[config.mk]
export PLATFORM = sky130hd
export DESIGN_NAME = bus_demux_decode
export DESIGN_NICKNAME = d
export VERILOG_FILES = /design/src/bus_demux_pkg.sv /design/src/bus_demux_decode.sv
export VERILOG_INCLUDE_DIRS = /design/src
export SDC_FILE = /design/constraint.sdc
export NUM_CORES = 1
export LEC_CHECK = 0
export ABC_AREA = 1
export BUFFER_PORTS_ARGS = -buffer_cell sky130_fd_sc_hd__buf_2
export CORE_UTILIZATION = 46
export DETAILED_ROUTE_END_ITERATION = 10
export PLACE_DENSITY_LB_ADDON = 0.3
export SYNTH_ARGS = -nofsm -noshare
export SYNTH_HDL_FRONTEND = slang
export SYNTH_SLANG_ARGS = --single-unit
[constraint.sdc]
create_clock -name clock_in -period 2 [get_ports clock_in]
set_input_delay 0.4 -clock clock_in [delete_from_list [all_inputs] [get_ports clock_in]]
set_output_delay 0.4 -clock clock_in [all_outputs]
set_load 0.005 [all_outputs]
[src/bus_demux_defines.svh]
`ifndef BUS_DEMUX_DEFINES_SVH
`define BUS_DEMUX_DEFINES_SVH

// ----------------------------------------
// address map
// ----------------------------------------
`define DRAM_BASE          32'h0080_0000
`define DRAM_TOP           32'h017f_ffff
`define ROM_BASE           32'h1fc0_0000
`define ROM_TOP            32'h1fff_ffff
`define PERIPH_BASE        32'h0070_0000
`define PERIPH_TOP         32'h0078_ffff

// ----------------------------------------
// switch fields
// ----------------------------------------
`define SW_DRAM_ILV_BIT    0
`define SW_DRAM_BIG_BIT    1
`define SW_ROM_ILV_BIT     2
`define SW_ROM_SIZE_LSB    3

// ----------------------------------------
// timing, in clock cycles; timeout and clock period in ns
// ----------------------------------------
`define DRAM_FIRST_CYC     4'h5
`define DRAM_NEXT_ILV_CYC  4'h1
`define DRAM_NEXT_SEQ_CYC  4'h2
`define DRAM_WR_MISS_CYC   4'h4
`define DRAM_WR_PAGE_CYC   4'h3
`define ROM_FIRST_CYC      4'h5
`define ROM_NEXT_CYC       4'h4
`define PERIPH_CYC         4'h8
`define TIMEOUT_NS         640
`define CLK_PERIOD_NS      10
`define TIMEOUT_CYC        ((`TIMEOUT_NS + `CLK_PERIOD_NS - 1) / `CLK_PERIOD_NS)

`endif

[src/bus_demux_pkg.sv]
`default_nettype none
package bus_demux_pkg;
  typedef enum logic [1:0] {
    SUB_NONE   = 2'b00,
    SUB_DRAM   = 2'b01,
    SUB_ROM    = 2'b10,
    SUB_PERIPH = 2'b11
  } subsys_t;

  typedef enum logic [1:0] {
    ST_IDLE = 2'b00,
    ST_WAIT = 2'b01,
    ST_END  = 2'b10
  } cyc_state_t;

  typedef struct packed {
    logic        ilv;
    logic        bank_hi;
    logic [1:0]  bank;
  } bank_sel_t;

  typedef struct packed {
    logic        oe_a;
    logic        oe_b;
    logic        dir_rd;
  } steer_t;
endpackage : bus_demux_pkg
`default_nettype wire

[src/bus_demux_decode.sv]
`include "bus_demux_defines.svh"
`default_nettype none

// Notes on behaviour
// - address captured from muxed bus by a latch opened by the address strobe
// - muxed bus split into one address bus and two data buses
// - dram, rom or both may interleave words across the two data buses
// - each exchanger links one processor port to either data bus
// - steering picks the right bus and never drives two at once
// - controllers ignore transactions decoded for other subsystems
// - addressed controller answers at its own subsystem latency
// - one shared cycle-end closes each transaction for all controllers
// - shared decode, steering, timeout and input synchronisation
// - dram banks from 0x0080_0000, sequential or interleaved even/odd pairs
// - dram up to 16MB as four banks or two interleaved pairs
// - rom up to 4MB as two banks or one interleaved pair
// - dram read 5 first, 1 or 2 adjacent; writes 4 or 3 cycles
// - interleave and size switches sampled only at reset release
module bus_demux_decode
  import bus_demux_pkg::*;
(
  // clock and reset
  input  wire  logic                  clock_in,
  input  wire  logic                  rstn_in,
  // processor side
  input  wire  logic [31:0]           ad_in,
  output logic [31:0]                 ad_out,
  output logic                        ad_oe_out,
  input  wire  logic                  addr_strobe_in,
  input  wire  logic                  rd_req_n_in,
  input  wire  logic                  wr_req_n_in,
  input  wire  logic                  burst_in,
  output logic                        ack_out,
  output logic                        bus_error_out,
  // board switches
  input  wire  logic [4:0]            memory_config_switches,
  // memory side
  output logic [31:0]                 addr_out,
  input  wire  logic [31:0]           data_a_in,
  input  wire  logic [31:0]           data_b_in,
  output logic [31:0]                 data_a_out,
  output logic [31:0]                 data_b_out,
  output bus_demux_pkg::steer_t       steer_out,
  output bus_demux_pkg::subsys_t      subsys_out,
  output bus_demux_pkg::bank_sel_t    bank_out,
  output logic                        cycle_end_out
);
  import bus_demux_pkg::*;

  // ----------------------------------------
  // input synchronisers
  // ----------------------------------------
  logic [2:0] sync1_q;
  logic [2:0] sync2_q;
  logic       strobe_s;
  logic       rd_s;
  logic       wr_s;
  logic       strobe_prev_q;

  always_ff @(posedge clock_in or negedge rstn_in) begin
    if (!rstn_in) begin
      sync1_q <= 3'h0;
      sync2_q <= 3'h0;
    end else begin
      sync1_q <= {addr_strobe_in, ~rd_req_n_in, ~wr_req_n_in};
      sync2_q <= sync1_q;
    end
  end
  assign strobe_s = sync2_q[2];
  assign rd_s     = sync2_q[1];
  assign wr_s     = sync2_q[0];

  // ----------------------------------------
  // switches, caught after reset release
  // ----------------------------------------
  logic [4:0] sw_q;
  logic       sw_taken_q;

  // switches are static, so no synchroniser; sampled once only
  always_ff @(posedge clock_in or negedge rstn_in) begin
    if (!rstn_in) begin
      sw_q       <= 5'h00;
      sw_taken_q <= 1'b0;
    end else if (!sw_taken_q) begin
      sw_q       <= memory_config_switches;
      sw_taken_q <= 1'b1;
    end
  end

  // ----------------------------------------
  // address latch and decode
  // ----------------------------------------
  cyc_state_t state_q;
  logic [31:0] addr_q;
  logic        start;
  logic        end_now;
  logic        is_rd_q;
  logic        first_q;

  assign start = strobe_s && !strobe_prev_q && (state_q == ST_IDLE);

  // latch loads only while idle; held until cycle end except the +4 step after each burst word
  always_ff @(posedge clock_in or negedge rstn_in) begin
    if (!rstn_in) begin
      addr_q        <= 32'h0;
      strobe_prev_q <= 1'b0;
    end else begin
      strobe_prev_q <= strobe_s;
      if (state_q == ST_IDLE && strobe_s) begin
        addr_q <= ad_in;
      end else if (state_q == ST_WAIT && end_now && burst_in) begin
        addr_q <= addr_q + 32'h4;
      end
    end
  end
  assign addr_out = addr_q;

  function automatic subsys_t decode_sub(input logic [31:0] a);
    if (a >= `DRAM_BASE && a <= `DRAM_TOP) begin
      decode_sub = SUB_DRAM;
    end else if (a >= `ROM_BASE && a <= `ROM_TOP) begin
      decode_sub = SUB_ROM;
    end else if (a >= `PERIPH_BASE && a <= `PERIPH_TOP) begin
      decode_sub = SUB_PERIPH;
    end else begin
      decode_sub = SUB_NONE;
    end
  endfunction : decode_sub

  // dram bank map for 1MB/4MB modules, sequential or interleaved
  function automatic bank_sel_t dram_bank(input logic [31:0] a, input logic [4:0] sw);
    logic [31:0] off;
    bank_sel_t   b;
    off       = a - `DRAM_BASE;
    b.ilv     = sw[`SW_DRAM_ILV_BIT];
    b.bank_hi = b.ilv ? a[2] : 1'b0;
    if (sw[`SW_DRAM_BIG_BIT]) begin
      b.bank = b.ilv ? {off[23], a[2]} : off[23:22];
    end else begin
      b.bank = b.ilv ? {off[21], a[2]} : off[21:20];
    end
    dram_bank = b;
  endfunction : dram_bank

  // rom: bank 1 above half the size, or odd word when interleaved
  function automatic bank_sel_t rom_bank(input logic [31:0] a, input logic [4:0] sw);
    bank_sel_t b;
    b.ilv     = sw[`SW_ROM_ILV_BIT];
    b.bank_hi = b.ilv ? a[2] : 1'b0;
    case (sw[`SW_ROM_SIZE_LSB +: 2])
      2'h0:    b.bank = {1'b0, b.ilv ? a[2] : a[19]};
      2'h1:    b.bank = {1'b0, b.ilv ? a[2] : a[20]};
      default: b.bank = {1'b0, b.ilv ? a[2] : a[21]};
    endcase
    rom_bank = b;
  endfunction : rom_bank

  subsys_t   sub;
  bank_sel_t bank;
  always_comb begin
    sub  = decode_sub(addr_q);
    bank = '0;
    if (sub == SUB_DRAM) begin
      bank = dram_bank(addr_q, sw_q);
    end else if (sub == SUB_ROM) begin
      bank = rom_bank(addr_q, sw_q);
    end
  end
  assign subsys_out = (state_q == ST_IDLE) ? SUB_NONE : sub;
  assign bank_out   = bank;

  // ----------------------------------------
  // subsystem latency and master cycle end
  // ----------------------------------------
  logic [3:0]  wait_q;
  logic [3:0]  lat;
  logic [9:0]  tmo_q;
  logic        same_page_q;
  logic        timed_out;

  always_comb begin
    case (sub)
      SUB_DRAM: begin
        if (is_rd_q) begin
          lat = first_q ? `DRAM_FIRST_CYC :
                (sw_q[`SW_DRAM_ILV_BIT] ? `DRAM_NEXT_ILV_CYC : `DRAM_NEXT_SEQ_CYC);
        end else begin
          lat = same_page_q ? `DRAM_WR_PAGE_CYC : `DRAM_WR_MISS_CYC;
        end
      end
      SUB_ROM:    lat = first_q ? `ROM_FIRST_CYC : `ROM_NEXT_CYC;
      SUB_PERIPH: lat = `PERIPH_CYC;
      default:    lat = 4'h0;
    endcase
  end

  assign timed_out = (tmo_q == 10'(`TIMEOUT_CYC));
  assign end_now   = (state_q == ST_WAIT) &&
                     ((sub != SUB_NONE && wait_q == lat) || timed_out);

  always_ff @(posedge clock_in or negedge rstn_in) begin
    if (!rstn_in) begin
      state_q <= ST_IDLE;
      wait_q  <= 4'h0;
      tmo_q   <= 10'h0;
      is_rd_q <= 1'b0;
      first_q <= 1'b1;
    end else begin
      case (state_q)
        ST_IDLE: begin
          wait_q  <= 4'h1;
          tmo_q   <= 10'h1;
          first_q <= 1'b1;
          if (start && (rd_s || wr_s)) begin
            is_rd_q <= rd_s;
            state_q <= ST_WAIT;
          end
        end
        ST_WAIT: begin
          tmo_q <= tmo_q + 10'h1;
          if (end_now) begin
            wait_q  <= 4'h1;
            first_q <= 1'b0;
            state_q <= (burst_in && !timed_out) ? ST_WAIT : ST_END;
          end else begin
            wait_q <= wait_q + 4'h1;
          end
        end
        ST_END:  state_q <= ST_IDLE;
        default: state_q <= ST_IDLE;
      endcase
    end
  end

  // last write page of any subsystem, for dram page-write latency
  logic [31:0] last_wr_q;
  always_ff @(posedge clock_in or negedge rstn_in) begin
    if (!rstn_in) begin
      last_wr_q   <= 32'h0;
      same_page_q <= 1'b0;
    end else if (start) begin
      same_page_q <= (ad_in[31:11] == last_wr_q[31:11]);
    end else if (end_now && !is_rd_q) begin
      last_wr_q <= addr_q;
    end
  end

  assign cycle_end_out = (state_q == ST_END);
  assign ack_out       = end_now && !timed_out;
  assign bus_error_out = end_now && timed_out;

  // ----------------------------------------
  // data steering
  // ----------------------------------------
  steer_t steer;
  always_comb begin
    steer        = '0;
    steer.dir_rd = is_rd_q;
    if (state_q == ST_WAIT && sub != SUB_NONE) begin
      steer.oe_a = !bank.bank[0] || !bank.ilv;
      steer.oe_b = bank.ilv && bank.bank[0];
    end
  end
  assign steer_out = steer;

  logic [31:0] rd_data_q;
  always_ff @(posedge clock_in or negedge rstn_in) begin
    if (!rstn_in) begin
      rd_data_q <= 32'h0;
    end else if (steer.oe_b) begin
      rd_data_q <= data_b_in;
    end else begin
      rd_data_q <= data_a_in;
    end
  end
  assign ad_out     = rd_data_q;
  assign ad_oe_out  = is_rd_q && (state_q == ST_WAIT);
  // write data from a flop: data outputs are registered, costs one cycle
  logic [31:0] wr_data_q;
  always_ff @(posedge clock_in or negedge rstn_in) begin
    if (!rstn_in) begin
      wr_data_q <= 32'h0;
    end else begin
      wr_data_q <= ad_in;
    end
  end
  assign data_a_out = wr_data_q;
  assign data_b_out = wr_data_q;

  // ----------------------------------------
  // checks
  // ----------------------------------------
  a_steer_one_bus: assert property (@(posedge clock_in) disable iff (!rstn_in)
    !(steer.oe_a && steer.oe_b)) else $error("both data buses enabled");
  a_latch_held: assert property (@(posedge clock_in) disable iff (!rstn_in)
    (state_q == ST_WAIT && !end_now) |=> $stable(addr_q)) else $error("latch moved");
  a_end_after_ack: assert property (@(posedge clock_in) disable iff (!rstn_in)
    (end_now && !burst_in) |=> cycle_end_out) else $error("no cycle end");
  a_dram_first_read: assert property (@(posedge clock_in) disable iff (!rstn_in)
    (start && rd_s && decode_sub(ad_in) == SUB_DRAM) |-> ##5 ack_out)
    else $error("dram first read latency");
  a_timeout_bound: assert property (@(posedge clock_in) disable iff (!rstn_in)
    (start && (rd_s || wr_s)) |-> ##[1:70] (ack_out || bus_error_out))
    else $error("transaction never ended");
  a_none_ignored: assert property (@(posedge clock_in) disable iff (!rstn_in)
    (state_q == ST_WAIT && sub == SUB_NONE) |-> !ack_out) else $error("ack on unmapped");
  a_switch_frozen: assert property (@(posedge clock_in) disable iff (!rstn_in)
    sw_taken_q |=> $stable(sw_q)) else $error("switches resampled");
  a_ilv_odd_bus_b: assert property (@(posedge clock_in) disable iff (!rstn_in)
    (state_q == ST_WAIT && sub == SUB_DRAM && bank.ilv && addr_q[2]) |-> steer.oe_b)
    else $error("odd word not on bus b");
  c_dram_read: cover property (@(posedge clock_in) ack_out && sub == SUB_DRAM && is_rd_q);
  c_rom_ilv: cover property (@(posedge clock_in) ack_out && sub == SUB_ROM && bank.ilv);
  c_timeout: cover property (@(posedge clock_in) bus_error_out);
endmodule : bus_demux_decode
`default_nettype wire

==> metrics.md <==
| Metric | Value |
|---|---|
| Detail-routed net length per standard cell | 15.3 um |
| DP Area | 9070 um^2 |
| Crit path arrival time | 2.20 ns |
| Core Box Area | 15400 um^2 |
| Setup ws final | -0.596 ns |
| CTS max path bufs | 2 |
| Num rows | 45 |
| Fmax | 385 MHz |
| Pwr dens | 1170 nW/um^2 |
| Failing checks | setup timing |
| Total chip power | 12000 uW |
| Kind of critical path | reg -> out |
| Worst-Skew Late Latency | 0.43 ns |
| Post-synth top area cell | dfrtp_1 |
| Sequential share of the synthesized area | 0.510 |
| Post-Synth Simple-Gate Area | 0.273 |
| Cell internal pwr | 7740 uW |
| GP Congestion | 0.867 |
| Synthesized Nets | 990 |
| CTS tree | yes |
| Non-filler cells, final | 1408 |
| Ports | 248 |
| Top_reg_cell synth | dfrtp_1 |
| RSZ-0062 raised after global routing | true |
| Initial antenna violation count | 0 |
| Pin count of the biggest net entering global routing | 51 |
| Initial Utilization | 0.475 |
| Input/output buffers | 247 |
| Area of the die | 16400 um^2 |
| Status | finished with violations |
| Sequential share of power | 0.363 |
| Fin area | 10200 um^2 |
| H-tree depth | 4 |
| Post-placement cell count | 1350 |
| Final Setup Violations | 99 |
| Worst-path fanout max | 5 |
| CP Launch Type | register |
| Via density | 4.95 |
| Hold WC Path Type | in -> reg |
| Netlist cell types | 40 |
| Clock sinks | 149 |
| Required time of the critical path | 1.60 ns |
| Share of cells above drive strength 1 | 0.367 |
| Worst-Margin Slew | 0.579 ns |
| Post-synth EDFFs | 0 |
| Post-synthesis register bit count | 149 |
| Synth top cells by count | nand2_1, dfrtp_1, inv_1, nand3_1, nor2_1 |
| Number of global-route vias before repair | 6578 |
| Root buf cell | clkbuf_16 |
| Switching part of the total power | 0.353 |
| CTS buffer count | 17 |
| Via Count | 6968 |
| Final Util | 0.665 |
| Area Growth Syn to Fin | 39.9% |
| Max Cap Viol | 0 |
| Largest family of logic cells by synthesized area | simple AND/OR/NAND/NOR gates |
| Synth Area in Compound Gates | 0.0611 |
| Period minus WS final | 2.60 ns |
| Adder-cell area share of the yosys netlist | 0.00856 |
| Synth Area in XOR/XNOR | 0.0503 |
| Routed Wire Length | 21600 um |
| # DRC | 0 |
| Remaining global-route overflow | 0 |
| Clk pin slew, worst setup/hold paths | 0.06 ns |
| P_leak | 0.00530 uW |
| Max-slew violation count | 0 |
| Post-Syn Instances | 878 |
| Top post-synthesis cells by area | dfrtp_1, nand2_1, nand3_1 |
| Global-route wire length before repair | 32300 um |
| Syn avg cell area | 8.32 um^2 |
| Post-DP HPWL | 15500 um |
| Slew headroom | 0.614 |
| Final Cycle Share | 1.30 |
| Die width | 128 um |
| N_diodes | 0 |
| Comb power frac | 0.368 |
| Multiplexer share of the synthesized area | 0.00154 |
| Maximum vdd drop | 0.000779 V |
| CP endpoint kind | output pin |
| Gr usage total | 0.261 |
| Drt pass-1 iters | 4 |
| Fin nets | 1296 |
| Yosys warns | 0 |
| DR iter-0 viols | 392 |
| Sw Pwr | 4230 uW |
| Synth async-reset ratio | 1.00 |
| Routed Antenna Nets | 0 |
| Mapped Area | 7310 um^2 |
| Most frequent cell after synthesis | nand2_1 |
| Final Skew | 0.0111 ns |
| Clock power share | 0.269 |
| Final Hold Fails | 0 |
| Top-area cell type share of the netlist area | 0.507 |
| Die Y | 128 um |
==> layout make-up <==
class | instances | area, um^2
fillers | 1266 | 5150
flip-flops and latches | 149 | 3730
multi-input cells | 591 | 3110
repair buffers | 352 | 2240
clock buffers | 23 | 458
inverters | 73 | 288
well taps | 211 | 264
clock inverters | 9 | 131
==> power by group through the flow <==
stage | Sequential (uW) | Combinational [uW] | Clock, uW
3_3_place_gp | 4310 | 3970 | 0
4_1_cts | 4310 | 4210 | 3260
6_report | 4340 | 4400 | 3220
3_5_place_dp | 4350 | 4040 | 0
5_1_grt | 4430 | 4900 | 3380
2_1_floorplan | 4400 | 2130 | 0
==> flip-flops by register name, indices dropped and copies added, names as in the netlist, 4 cells and up <==
signal / count
tmo_q: 10
addr_out: 32
data_a_out: 32
ad_out: 32
wait_q: 4
sw_q: 5
last_wr_q: 21
==> metrics by stage <==
| step | hold WS, ns | setup slack [ns] | TNS [ns] |
|---|---|---|---|
| 3_3_place_gp | 0.334 | -0.201 | -7.53 |
| 4_1_cts | 0.0640 | -0.515 | -6.65 |
| 5_1_grt | 0.0679 | -0.691 | -34.66 |
| 6_report | 0.0772 | -0.596 | -20.09 |
| 3_5_place_dp | 0.336 | -0.233 | -12.89 |
| 2_1_floorplan | 0.104 | -0.0461 | -0.0461 |
==> cells by family after synthesis <==
logic type / Yosys count
AOI/OAI and AO/OA: 82
muxes: 1
and+or+nand+nor: 460
DFF: 149
other: 1
adders and majority gates: 5
buffers and inverters: 138
xor gates and xnor gates: 42
==> critical path: stages, from the launching register on <==
cell and delay (ns):
dfrtp_1 0.43, nor2_4 0.15, nand2_2 0.08, nor3_4 0.28, and2_4 0.22, inv_4 0.05, o22ai_4 0.12, inv_2 0.08
buf_6 0.12, o221ai_4 0.07, buf_2 0.16
==> worst paths after layout <==
kind	from	slack (ns)	cells past startpoint	end
min reg2reg	sync1_q[1]$_DFF_PN0_	0.35	0	sync2_q[1]$_DFF_PN0_
min in group asynchronous	rstn_in	0.49	2	last_wr_q[16]$_DFFE_PN0P_
max	addr_out[26]$_DFFE_PN0P_	-0.60	10	bank_out[0]
max in group asynchronous	rstn_in	0.89	3	state_q[1]$_DFFE_PN0P_
min	addr_strobe_in	0.08	1	sync1_q[2]$_DFF_PN0_
max reg2reg	addr_out[26]$_DFFE_PN0P_	-0.29	16	addr_out[29]$_DFFE_PN0P_
==> layer usage <==
layer | track usage | part of all wire | vias to the layer above
li1 | - | - | 3379
met1 | 0.306 | 0.40 | 3260
met2 | 0.460 | 0.51 | 287
met3 | 0.0630 | 0.066 | 42
met4 | 0.104 | 0.028 | 0
met5 | 0 | 0 | -
==> repair_timing <==
item / in CTS / in global routing
hold buffers: 1 / 0
pin swaps: 9 / 23
setup endpoints to repair: 97 / 102
buffers inserted: 8 / 15
hold endpoints to repair: 44 / 0
resized for setup: 35 / 42
cloned: 0 / 4
==> cells in the final DEF (no fill, tap or decap), types with 13 or more instances in the layout <==
master	n
xnor2_1	17
o21ai_0	37
o21ai_1	20
dfrtp_1	147
buf_6	13
inv_1	61
nand3_1	54
buf_4	82
nor2_1	36
nor3_1	17
buf_2	243
nand4_1	18
xor2_1	25
nand2_1	292
clkbuf_16	19
(Power assumes the default switching activity.)
